[config.mk]
export PLATFORM = sky130hd
export DESIGN_NAME = psd_top
export DESIGN_NICKNAME = d
export VERILOG_FILES = /design/src/psd_pkg.sv /design/src/psd_duty_decoder.sv /design/src/psd_phase_slot.sv /design/src/psd_top.sv
export SDC_FILE = /design/constraint.sdc
export NUM_CORES = 2
export LEC_CHECK = 0
export BUFFER_PORTS_ARGS = -buffer_cell sky130_fd_sc_hd__buf_2
export CORE_MARGIN = 3
export CORE_UTILIZATION = 67
export DETAILED_ROUTE_END_ITERATION = 6
export HOLD_SLACK_MARGIN = 0.08
export PLACE_DENSITY = 0.94
export SETUP_SLACK_MARGIN = 0.05
export SLEW_MARGIN = 10
export SYNTH_ARGS = -nofsm -noshare
export SYNTH_HDL_FRONTEND = slang
export SYNTH_SLANG_ARGS = --single-unit
[constraint.sdc]
create_clock -name aclk -period 123.8 [get_ports aclk]
set_clock_uncertainty 0.05 [all_clocks]
set_input_delay 6.19 -clock aclk [delete_from_list [all_inputs] [get_ports aclk]]
set_output_delay 6.19 -clock aclk [all_outputs]
set_load 0.005 [all_outputs]
[src/psd_pkg.sv]
// Shared constants, states and carriers of the LED dimming control block
package psd_pkg;
  localparam int NCH = 6;
  localparam int CLK_MHZ = 100;
  localparam int DETECT_TIME_US = 4000;
  localparam int DETECT_CYCLES = DETECT_TIME_US * CLK_MHZ;
  localparam int DIM_FREQ_HZ = 20000;
  localparam int DIM_PERIOD_CYCLES = CLK_MHZ * 1000000 / DIM_FREQ_HZ;
  localparam int PER_W = 20;
  localparam int DUTY_W = 8;
  localparam int DUTY_SHIFT = 8;
  localparam logic [DUTY_W-1:0] DUTY_HYST = 8'h02;
  localparam logic [DUTY_W-1:0] DUTY_MAX = 8'hff;
  localparam int OC_SUSTAIN = 8;
  localparam logic [PER_W-1:0] MIN_PERIOD = 20'h0_0040;
  localparam int AW = 8;
  ////////////////////////////////////////////////////////////////////////
  // Register map
  localparam logic [AW-1:0] ADDR_PERIOD = 8'h00;
  localparam logic [AW-1:0] ADDR_STATUS = 8'h04;
  localparam logic [AW-1:0] ADDR_CHAN = 8'h08;
  localparam logic [AW-1:0] ADDR_DUTY = 8'h0c;
  localparam logic [1:0] RESP_OKAY = 2'h0;
  localparam logic [1:0] RESP_DECERR = 2'h3;
  localparam int STAT_STATE_LSB = 0;
  localparam int STAT_OC_BIT = 4;
  localparam int STAT_SHORT_BIT = 5;
  localparam int STAT_TEMP_BIT = 6;
  localparam int STAT_ALLOPEN_BIT = 7;
  localparam int STAT_DIRECT_BIT = 8;
  localparam int STAT_BOOST_BIT = 9;
  localparam int STAT_SEEN_BIT = 10;
  localparam int CHAN_OPEN_LSB = 8;
  localparam int CHAN_OV_LSB = 16;
  localparam int CHAN_SINK_LSB = 24;
  ////////////////////////////////////////////////////////////////////////
  // Types
  typedef enum logic [1:0] {ST_OFF, ST_DETECT, ST_RUN, ST_SHUT} psd_state_t;
  typedef struct packed {
    logic [AW-1:0] awaddr;
    logic awvalid;
    logic [31:0] wdata;
    logic [3:0] wstrb;
    logic wvalid;
    logic bready;
    logic [AW-1:0] araddr;
    logic arvalid;
    logic rready;
  } psd_axi_req_t;
  typedef struct packed {
    logic awready;
    logic wready;
    logic bvalid;
    logic [1:0] bresp;
    logic arready;
    logic rvalid;
    logic [31:0] rdata;
    logic [1:0] rresp;
  } psd_axi_rsp_t;
  typedef struct packed {
    logic ovc_high;
    logic sw_overcurrent;
    logic out_short;
    logic over_temp;
    logic sw_cycle_start;
  } psd_flt_t;
  typedef struct packed {
    logic [NCH-1:0] below_600mv;
    logic [NCH-1:0] no_current;
    logic [NCH-1:0] over_volt;
  } psd_chan_in_t;
endpackage

[src/psd_duty_decoder.sv]
// Duty-cycle decoder of the dimming input with one LSB of hysteresis
`timescale 1ns/100ps
module psd_duty_decoder #(
  parameter int CW = psd_pkg::PER_W
) (
  // Clock and reset
  input wire logic aclk,
  input wire logic aresetn,
  // Control and input
  input wire logic enable,
  input wire logic dim_in,
  // Result
  output logic [psd_pkg::DUTY_W-1:0] duty,
  output logic seen
);
  if (CW < psd_pkg::DUTY_W) begin : g_chk
    $error("psd_duty_decoder: counter width too small");
  end

  typedef struct packed {
    logic dim_q;
    logic started;
    logic seen;
    logic [CW-1:0] high_cnt;
    logic [CW-1:0] per_cnt;
    logic [psd_pkg::DUTY_W-1:0] held;
  } psd_dec_t;

  psd_dec_t s, next_s;
  logic [CW+7:0] raw_full;
  logic [psd_pkg::DUTY_W-1:0] raw;
  logic rise;

  // Ratio of high time to period, scaled to 0..255
  always_comb begin
    rise = dim_in && !s.dim_q;
    raw_full = {s.high_cnt, 8'h00} / {8'h00, s.per_cnt};
    raw = (raw_full > {{CW{1'b0}}, psd_pkg::DUTY_MAX}) ? psd_pkg::DUTY_MAX
        : raw_full[psd_pkg::DUTY_W-1:0];
  end

  // Counting, storing and hysteresis
  always_comb begin
    next_s = s;
    next_s.dim_q = dim_in;
    if (!enable) begin
      next_s = '0;
    end else begin
      if (dim_in != s.dim_q) begin
        next_s.seen = 1'b1;
      end
      if (&s.per_cnt == 1'b0) begin
        next_s.per_cnt = s.per_cnt + 1'b1;
      end
      if (dim_in && (&s.high_cnt == 1'b0)) begin
        next_s.high_cnt = s.high_cnt + 1'b1;
      end
      if (rise) begin
        next_s.started = 1'b1;
        next_s.per_cnt = {{(CW-1){1'b0}}, 1'b1};
        next_s.high_cnt = {{(CW-1){1'b0}}, 1'b1};
        if (s.started && s.per_cnt != '0) begin
          if (raw > s.held) begin
            next_s.held = raw;
          end else if (s.held - raw >= psd_pkg::DUTY_HYST) begin
            next_s.held = raw;
          end
        end
      end
    end
  end

  // State register
  always_ff @(posedge aclk) begin
    if (!aresetn) begin
      s <= '0;
    end else begin
      s <= next_s;
    end
  end

  assign duty = s.held;
  assign seen = s.seen;
endmodule

[src/psd_phase_slot.sv]
// One channel's on-window within the shared dimming period
`timescale 1ns/100ps
module psd_phase_slot #(
  parameter int PW = psd_pkg::PER_W
) (
  // Shared period timing
  input wire logic [PW-1:0] cnt,
  input wire logic [PW-1:0] period,
  // Channel slot
  input wire logic [PW-1:0] offset,
  input wire logic [PW-1:0] on_cycles,
  output logic on
);
  if (PW < 2) begin : g_chk
    $error("psd_phase_slot: width too small");
  end

  logic [PW-1:0] phase;

  // Position in the period relative to this channel's start
  always_comb begin
    if (cnt >= offset) begin
      phase = cnt - offset;
    end else begin
      phase = cnt + period - offset;
    end
    on = phase < on_cycles;
  end
endmodule

[src/psd_top.sv]
// Six-channel LED dimming control: detection, dimming and fault latching
`timescale 1ns/100ps
module psd_top #(
  parameter int DETECT_CYCLES = psd_pkg::DETECT_CYCLES,
  parameter int DIM_PERIOD = psd_pkg::DIM_PERIOD_CYCLES,
  parameter int OC_SUSTAIN = psd_pkg::OC_SUSTAIN
) (
  // Clock and reset
  input wire logic aclk,
  input wire logic aresetn,
  // Register bus
  input wire psd_pkg::psd_axi_req_t s_axi_req,
  output psd_pkg::psd_axi_rsp_t s_axi_rsp,
  // Device pins and comparators
  input wire logic en,
  input wire logic dim_freq_mode_select,
  input wire logic dimming_duty_input,
  input wire psd_pkg::psd_chan_in_t chan_in,
  input wire psd_pkg::psd_flt_t flt_in,
  // Sink and boost control
  output logic [psd_pkg::NCH-1:0] sink_on,
  output logic [psd_pkg::NCH-1:0] fb_select,
  output logic probe_en,
  output logic boost_en,
  output logic shutdown
);
  localparam int NCH = psd_pkg::NCH;
  localparam int PW = psd_pkg::PER_W;
  localparam int TW = $clog2(DETECT_CYCLES + 1);
  localparam int OCW = $clog2(OC_SUSTAIN + 1);

  if (DETECT_CYCLES < 1 || OC_SUSTAIN < 1 || DIM_PERIOD < psd_pkg::MIN_PERIOD
      || DIM_PERIOD >= (1 << PW)) begin : g_chk
    $error("psd_top: parameter out of range");
  end

  typedef struct packed {
    psd_pkg::psd_state_t fsm;
    logic [TW-1:0] timer;
    logic [NCH-1:0] unused;
    logic [NCH-1:0] open_lat;
    logic [NCH-1:0] ov_lat;
    logic [NCH-1:0] sink_on;
    logic [NCH-1:0] fb_sel;
    logic probe_en;
    logic boost_en;
    logic shut;
    logic oc_block;
    logic [OCW-1:0] oc_cnt;
    logic flt_oc;
    logic flt_short;
    logic flt_temp;
    logic flt_allopen;
    logic dir_seen;
    logic [PW-1:0] period;
    logic [PW-1:0] dim_cnt;
    logic aw_full;
    logic w_full;
    logic [psd_pkg::AW-1:0] awaddr;
    logic [31:0] wdata;
    logic [3:0] wstrb;
    psd_pkg::psd_axi_rsp_t rsp;
  } psd_top_st_t;

  psd_top_st_t s, next_s;

  ////////////////////////////////////////////////////////////////////////
  // Duty decoder and slot timing

  logic dec_enable;
  logic [psd_pkg::DUTY_W-1:0] duty;
  logic dec_seen;
  logic seen;
  logic direct;
  logic [NCH-1:0] active;
  logic [NCH-1:0] slot_on;
  logic [2:0] n_used;
  logic [2:0] rank [NCH];
  logic [PW-1:0] slot_delay;
  logic [PW-1:0] on_cycles;
  logic [PW+7:0] on_prod;
  logic [PW+2:0] off_prod [NCH];
  logic [PW-1:0] offset [NCH];

  // Mode pin high selects direct mode
  assign direct = dim_freq_mode_select;
  assign dec_enable = (s.fsm == psd_pkg::ST_RUN) && !direct;
  assign seen = direct ? s.dir_seen : dec_seen;
  assign active = ~s.unused & ~s.open_lat & ~s.ov_lat;

  psd_duty_decoder #(
    .CW(PW)
  ) u_dec (
    .aclk(aclk),
    .aresetn(aresetn),
    .enable(dec_enable),
    .dim_in(dimming_duty_input),
    .duty(duty),
    .seen(dec_seen)
  );

  // Slot spacing: period over used channels, ranked in channel order
  always_comb begin
    n_used = '0;
    for (int i = 0; i < NCH; i++) begin
      rank[i] = n_used;
      n_used = n_used + {2'h0, ~s.unused[i]};
    end
    slot_delay = s.period / PW'((n_used == '0) ? 3'h1 : n_used);
    on_prod = s.period * duty;
    on_cycles = on_prod[PW+7:psd_pkg::DUTY_SHIFT];
    for (int i = 0; i < NCH; i++) begin
      off_prod[i] = slot_delay * rank[i];
      offset[i] = off_prod[i][PW-1:0];
    end
  end

  for (genvar g = 0; g < NCH; g++) begin : g_slot
    psd_phase_slot #(
      .PW(PW)
    ) u_slot (
      .cnt(s.dim_cnt),
      .period(s.period),
      .offset(offset[g]),
      .on_cycles(on_cycles),
      .on(slot_on[g])
    );
  end

  ////////////////////////////////////////////////////////////////////////
  // Register read mux

  function automatic logic [31:0] rd_word(input psd_top_st_t st,
                                          input logic [psd_pkg::AW-1:0] a,
                                          input logic [7:0] d,
                                          input logic sn,
                                          input logic dm);
    logic [31:0] v;
    v = '0;
    unique case (a)
      psd_pkg::ADDR_PERIOD: v[PW-1:0] = st.period;
      psd_pkg::ADDR_STATUS: begin
        v[psd_pkg::STAT_STATE_LSB +: 2] = st.fsm;
        v[psd_pkg::STAT_OC_BIT] = st.flt_oc;
        v[psd_pkg::STAT_SHORT_BIT] = st.flt_short;
        v[psd_pkg::STAT_TEMP_BIT] = st.flt_temp;
        v[psd_pkg::STAT_ALLOPEN_BIT] = st.flt_allopen;
        v[psd_pkg::STAT_DIRECT_BIT] = dm;
        v[psd_pkg::STAT_BOOST_BIT] = st.boost_en;
        v[psd_pkg::STAT_SEEN_BIT] = sn;
      end
      psd_pkg::ADDR_CHAN: begin
        v[NCH-1:0] = st.unused;
        v[psd_pkg::CHAN_OPEN_LSB +: NCH] = st.open_lat;
        v[psd_pkg::CHAN_OV_LSB +: NCH] = st.ov_lat;
        v[psd_pkg::CHAN_SINK_LSB +: NCH] = st.sink_on;
      end
      psd_pkg::ADDR_DUTY: v[7:0] = d;
      default: v = '0;
    endcase
    return v;
  endfunction

  function automatic logic mapped(input logic [psd_pkg::AW-1:0] a);
    return a == psd_pkg::ADDR_PERIOD || a == psd_pkg::ADDR_STATUS
        || a == psd_pkg::ADDR_CHAN || a == psd_pkg::ADDR_DUTY;
  endfunction

  ////////////////////////////////////////////////////////////////////////
  // Next state: bus slave, sequencing, dimming and faults

  logic [31:0] merged;
  logic [NCH-1:0] next_open;
  logic [NCH-1:0] dim_on;

  always_comb begin
    next_s = s;
    merged = {{(32-PW){1'b0}}, s.period};
    next_open = s.open_lat;
    dim_on = '0;
    // Write address and data taken in either order
    if (s_axi_req.awvalid && s.rsp.awready) begin
      next_s.aw_full = 1'b1;
      next_s.awaddr = s_axi_req.awaddr;
    end
    if (s_axi_req.wvalid && s.rsp.wready) begin
      next_s.w_full = 1'b1;
      next_s.wdata = s_axi_req.wdata;
      next_s.wstrb = s_axi_req.wstrb;
    end
    if (s.rsp.bvalid && s_axi_req.bready) begin
      next_s.rsp.bvalid = 1'b0;
    end
    // Both halves held: perform write and raise response
    if (s.aw_full && s.w_full && !s.rsp.bvalid) begin
      next_s.aw_full = 1'b0;
      next_s.w_full = 1'b0;
      next_s.rsp.bvalid = 1'b1;
      next_s.rsp.bresp = mapped(s.awaddr) ? psd_pkg::RESP_OKAY
                                         : psd_pkg::RESP_DECERR;
      for (int b = 0; b < 4; b++) begin
        if (s.wstrb[b]) begin
          merged[8*b +: 8] = s.wdata[8*b +: 8];
        end
      end
      // Too short a period is ignored
      if (s.awaddr == psd_pkg::ADDR_PERIOD && merged[31:PW] == '0
          && merged[PW-1:0] >= psd_pkg::MIN_PERIOD) begin
        next_s.period = merged[PW-1:0];
      end
    end
    next_s.rsp.awready = !next_s.aw_full;
    next_s.rsp.wready = !next_s.w_full;
    // Read channel
    if (s.rsp.rvalid && s_axi_req.rready) begin
      next_s.rsp.rvalid = 1'b0;
    end
    if (s_axi_req.arvalid && s.rsp.arready) begin
      next_s.rsp.rvalid = 1'b1;
      next_s.rsp.rdata = rd_word(s, s_axi_req.araddr, duty, seen, direct);
      next_s.rsp.rresp = mapped(s_axi_req.araddr) ? psd_pkg::RESP_OKAY
                                                  : psd_pkg::RESP_DECERR;
    end
    next_s.rsp.arready = !next_s.rsp.rvalid;

    // Dimming period counter, wraps at the programmed period
    if (s.dim_cnt >= s.period - 1'b1) begin
      next_s.dim_cnt = '0;
    end else begin
      next_s.dim_cnt = s.dim_cnt + 1'b1;
    end

    // Device sequencing
    next_s.probe_en = 1'b0;
    next_s.sink_on = '0;
    next_s.fb_sel = '0;
    next_s.boost_en = 1'b0;
    unique case (s.fsm)
      psd_pkg::ST_OFF: begin
        if (en) begin
          next_s.fsm = psd_pkg::ST_DETECT;
          next_s.timer = '0;
          next_s.probe_en = 1'b1;
        end
      end
      psd_pkg::ST_DETECT: begin
        next_s.probe_en = 1'b1;
        next_s.timer = s.timer + 1'b1;
        if (s.timer == TW'(DETECT_CYCLES - 1)) begin
          next_s.probe_en = 1'b0;
          next_s.unused = chan_in.below_600mv;
          next_s.fsm = psd_pkg::ST_RUN;
          next_s.dim_cnt = '0;
        end
      end
      psd_pkg::ST_RUN: begin
        if (dimming_duty_input) begin
          next_s.dir_seen = 1'b1;
        end
        // Latch open and overvoltage channels
        next_open = s.open_lat | (chan_in.no_current & s.sink_on & active);
        next_s.open_lat = next_open;
        next_s.ov_lat = s.ov_lat | (chan_in.over_volt & ~s.unused);
        // Pulse-by-pulse limit, set wins over cycle restart
        if (flt_in.sw_overcurrent) begin
          next_s.oc_block = 1'b1;
        end else if (flt_in.sw_cycle_start) begin
          next_s.oc_block = 1'b0;
        end
        if (flt_in.sw_cycle_start) begin
          next_s.oc_cnt = s.oc_block ? s.oc_cnt + 1'b1 : '0;
        end
        if (s.oc_block && flt_in.sw_cycle_start
            && s.oc_cnt == OCW'(OC_SUSTAIN - 1)) begin
          next_s.flt_oc = 1'b1;
        end
        next_s.flt_short = flt_in.out_short;
        next_s.flt_temp = flt_in.over_temp;
        next_s.flt_allopen = ((~s.unused & ~next_open) == '0);
        if (next_s.flt_oc || next_s.flt_short || next_s.flt_temp
            || next_s.flt_allopen) begin
          next_s.fsm = psd_pkg::ST_SHUT;
        end else begin
          // Sinks stay dark until a dimming signal appears
          if (direct) begin
            dim_on = {NCH{dimming_duty_input}};
          end else begin
            dim_on = slot_on;
          end
          next_s.sink_on = seen ? (dim_on & active) : '0;
          next_s.fb_sel = active;
          next_s.boost_en = seen && !flt_in.ovc_high
              && !next_s.oc_block;
        end
      end
      psd_pkg::ST_SHUT: begin
        next_s.fsm = psd_pkg::ST_SHUT;
      end
    endcase
    // Enable low: stop everything and clear all latches
    if (!en) begin
      next_s.fsm = psd_pkg::ST_OFF;
      next_s.probe_en = 1'b0;
      next_s.sink_on = '0;
      next_s.fb_sel = '0;
      next_s.boost_en = 1'b0;
      next_s.unused = '0;
      next_s.open_lat = '0;
      next_s.ov_lat = '0;
      next_s.oc_block = 1'b0;
      next_s.oc_cnt = '0;
      next_s.flt_oc = 1'b0;
      next_s.flt_short = 1'b0;
      next_s.flt_temp = 1'b0;
      next_s.flt_allopen = 1'b0;
      next_s.dir_seen = 1'b0;
    end
    next_s.shut = (next_s.fsm == psd_pkg::ST_SHUT);
  end

  // State register
  always_ff @(posedge aclk) begin
    if (!aresetn) begin
      s <= '0;
      s.period <= PW'(DIM_PERIOD);
      s.rsp.awready <= 1'b1;
      s.rsp.wready <= 1'b1;
      s.rsp.arready <= 1'b1;
    end else begin
      s <= next_s;
    end
  end

  assign s_axi_rsp = s.rsp;
  assign sink_on = s.sink_on;
  assign fb_select = s.fb_sel;
  assign probe_en = s.probe_en;
  assign boost_en = s.boost_en;
  assign shutdown = s.shut;
endmodule

==> impl_metrics.py <==
metrics = {
    "outcome": {
        "status": "complete, no violations",
    },
    "detailed_routing": {
        "vias": 58290,
        "firstDrtPassIters": 7,
        "wirelength_um": 176700,
        "ant_nets": 0,
        "wl_met1_um": 67130,
        "top_layer": "met5",
        "routedWlPerCell_um": 20.08,
        "via_per_inst": 6.624,
        "routed-wl-met2_um": 79510,
        "drt-initial-drc-count": 5581,
        "drcViolationCount": 0,
        "wl_met3_um": 16200,
    },
    "critical_path": {
        "cp_max_fo": 37,
        "crit_slowest_cell": "a21oi_1",
        "rr_worst_depth": 475,
        "crit_required_ns": 124.16,
        "crit_top_cell": "o21a_1",
        "cpPeakStageDelay_ns": 0.75,
        "endpoint_kind": "flop",
        "start_kind": "flop",
        "worstReg2RegStart": "u_dec.s[25]",
        "r2r_setup_slack_ns": 28.48,
        "cp.arrival_ns": 95.68,
        "path_class": "reg -> reg",
        "reg2reg_to": "u_dec.duty[3]",
    },
    "layout": {
        "final_util_pct": 70.97,
        "seq_area_sq_mm": 0.004725,
        "area_growth_pct": 4.043,
        "drive_above_1_share_pct": 7.329,
        "fin_nets": 8825,
        "multi_input_area_sq_mm": 0.04819,
        "nFillCells": 6382,
        "final_cell_area_sq_mm": 0.05883,
    },
    "power": {
        "power_density_mw_per_mm2": 13.73,
        "p_leak_nw": 26.68,
        "peakVddDrop_mv": 0.03550,
    },
    "run": {
        "cap_violations": 0,
    },
    "min_path": {
        "min_path_type": "reg -> reg",
        "min-delay-start": "s[130]",
        "holdPathEnd": "s[130]",
        "worst_hold_path.num_cells": 2,
    },
    "place": {
        "gp_congestion": 1.001,
        "dp_hpwl_um": 138300,
        "placed_cell_area_sq_mm": 0.05799,
        "port_buffers": 136,
    },
    "clock_tree": {
        "ctsResizeCount": 0,
        "cts_tree": "yes",
        "cts_setup_buffers": 0,
        "insertion_delay_ns": 0.58,
        "ctsHoldBuffers": 0,
        "cts_buffers": 25,
        "clock_path_buffers": 3,
        "cts.clk_slew.worst_paths_ns": 0.07,
        "cts_sinks": 236,
        "htree_levels": 1,
        "root_buffer": "clkbuf_16",
    },
    "yosys": {
        "synth_seq_cells": 236,
        "synth.area.top_cells": "ha_1, dfxtp_1, fa_1, nand2_1, a21oi_1",
        "synth_edf_count": 0,
        "synth.most_common_cell": "ha_1",
        "yosys.area.top_type": "ha_1",
        "synthTopCellsByCount": "ha_1, nand2_1, inv_1, nor2_1, a21oi_1",
        "synth_cell_types": 118,
        "syn_area_sq_mm": 0.05654,
        "synthCells": 7703,
        "async_flop_share_pct": 0,
        "synth_top_area_share_pct": 20.20,
        "synth-warning-count": 0,
        "seq_area_frac_synth_pct": 8.356,
        "ys.flop_type": "dfxtp_1",
        "avgSynthCellArea_sq_um": 7.340,
    },
    "sta": {
        "post-route-min-period_ns": 95.32,
        "max_slew_margin_pct": 10.86,
        "rsz0062_at_grt": "false",
        "fin_crit_sh_pct": 76.99,
        "setup_tns_ns": 0,
        "setup_viol": 0,
        "max_freq_mhz": 10.49,
        "hold_violations": 0,
        "max_slew.worst_pin.slew_ns": 1.329,
        "drv_slew": 0,
    },
    "floorplan": {
        "die_y_um": 296.5,
        "fp.dieW_um": 296.5,
        "ioPinCount": 141,
        "dieArea_sq_mm": 0.08792,
        "core_area_sq_mm": 0.08290,
        "row_count": 105,
        "start_util_pct": 68.21,
    },
    "global_route": {
        "grt_use_total_pct": 38.40,
        "grt_max_degree": 109,
        "antenna_found_initial": 7,
        "grt_pass1_vias": 56190,
        "grt_pass1_wl_um": 279500,
        "overflow": 0,
    },
}
[cells in the final DEF (no fill, tap or decap), types with 105 or more instances in the layout]
| cell | synthesis | routed |
|---|---|---|
| ha_1 | 913 | 913 |
| nand2_1 | 790 | 790 |
| inv_1 | 609 | 608 |
| nor2_1 | 584 | 584 |
| a21oi_1 | 535 | 533 |
| o21ai_0 | 450 | 449 |
| nor3_1 | 315 | 312 |
| xnor2_1 | 304 | 304 |
| o21a_1 | 278 | 278 |
| dfxtp_1 | 236 | 236 |
| nand2b_1 | 196 | 196 |
| a21o_1 | 192 | 192 |
| nand3_1 | 177 | 177 |
| and2_1 | 176 | 176 |
| fa_1 | 176 | 176 |
| mux2_2 | 157 | 157 |
| buf_2 | 5 | 136 |
| o31ai_1 | 134 | 133 |
| nand4_1 | 109 | 109 |
| xor2_1 | 105 | 105 |
[state kept, by name, summed over array words and instances (netlist names)]
name,flops
s,135
u_dec.s,42
s_axi_rsp,35
u_dec.duty,8
fb_select,6
sink_on,6
boost_en,1
probe_en,1
shutdown,1
u_dec.seen,1
[worst max-delay path by stage]
stage	start	to	slack, ns	depth (start not counted)
CTS	u_dec.s[25]	u_dec.duty[3]	30.22	474
global placement	u_dec.s[25]	u_dec.duty[1]	33.42	477
floorplan	u_dec.s[25]	u_dec.duty[0]	33.18	486
finish	u_dec.s[25]	u_dec.duty[3]	28.48	475
global route	u_dec.s[25]	u_dec.duty[2]	20.91	478
detailed placement	u_dec.s[25]	u_dec.duty[1]	30.68	474
[final cells by class]
type	instances	area share (%)
multi-input cells	6548	81.92
flip-flops and latches	236	8.031
inverters	613	3.913
well taps	1123	2.388
repair buffers	227	2.318
clock buffers	33	1.217
clock inverters	11	0.1787
diodes	9	0.03828
[metrics by stage]
| step | hold WS [ns] | setup WS (ns) | total power [W] | std cells |
|---|---|---|---|---|
| after global routing | 0.4299 | 20.91 | 0.0008842 | 8796 |
| final | 0.4120 | 28.48 | 0.0008077 | 8800 |
| after global placement | 0.3905 | 33.42 | 0.0006911 | 8747 |
| after CTS | 0.4076 | 30.22 | 0.0007915 | 8791 |
| after floorplan | 0.3808 | 33.18 | 0.0005686 | 7706 |
| after detailed placement | 0.3994 | 30.68 | 0.0007109 | 8747 |
[worst max-delay path, delay by kind of cell (launching register included)]
family                     cells  cell delay [ns]
and+or+nand+nor               74            13.73
buffers and inverters         18             4.27
adders and majority gates     29             8.41
muxes                          6             1.88
AOI/OAI and AO/OA            347            66.10
xor gates and xnor gates       1             0.18
DFF                            1             0.36
[report_power, final]
group,switching (W),internal [W],total (W)
Clock,0.0000341,0.0000430,0.0000771
Sequential,0.00000141,0.0000773,0.0000787
Combinational,0.000391,0.000261,0.000652
Total,0.000427,0.000381,0.000808
[per-layer routing]
| layer | global-route usage (%) | vias to the layer above |
|---|---|---|
| li1 | - | 27320 |
| met1 | 45.34 | 27010 |
| met2 | 63.92 | 3053 |
| met3 | 6.682 | 900 |
| met4 | 26.02 | 4 |
| met5 | 0 | - |
[kinds of logic after synthesis]
logic type / count (synthesis) / synth area share, %
muxes: 261 / 5.134
buffers and inverters: 922 / 6.530
AOI/OAI and AO/OA: 2061 / 23.67
and+or+nand+nor: 2720 / 23.44
adders and majority gates: 1092 / 26.49
other: 1 / 0.006632
DFF: 236 / 8.356
xor gates and xnor gates: 410 / 6.380
No activity file was read; power rests on OpenSTA's default activity.
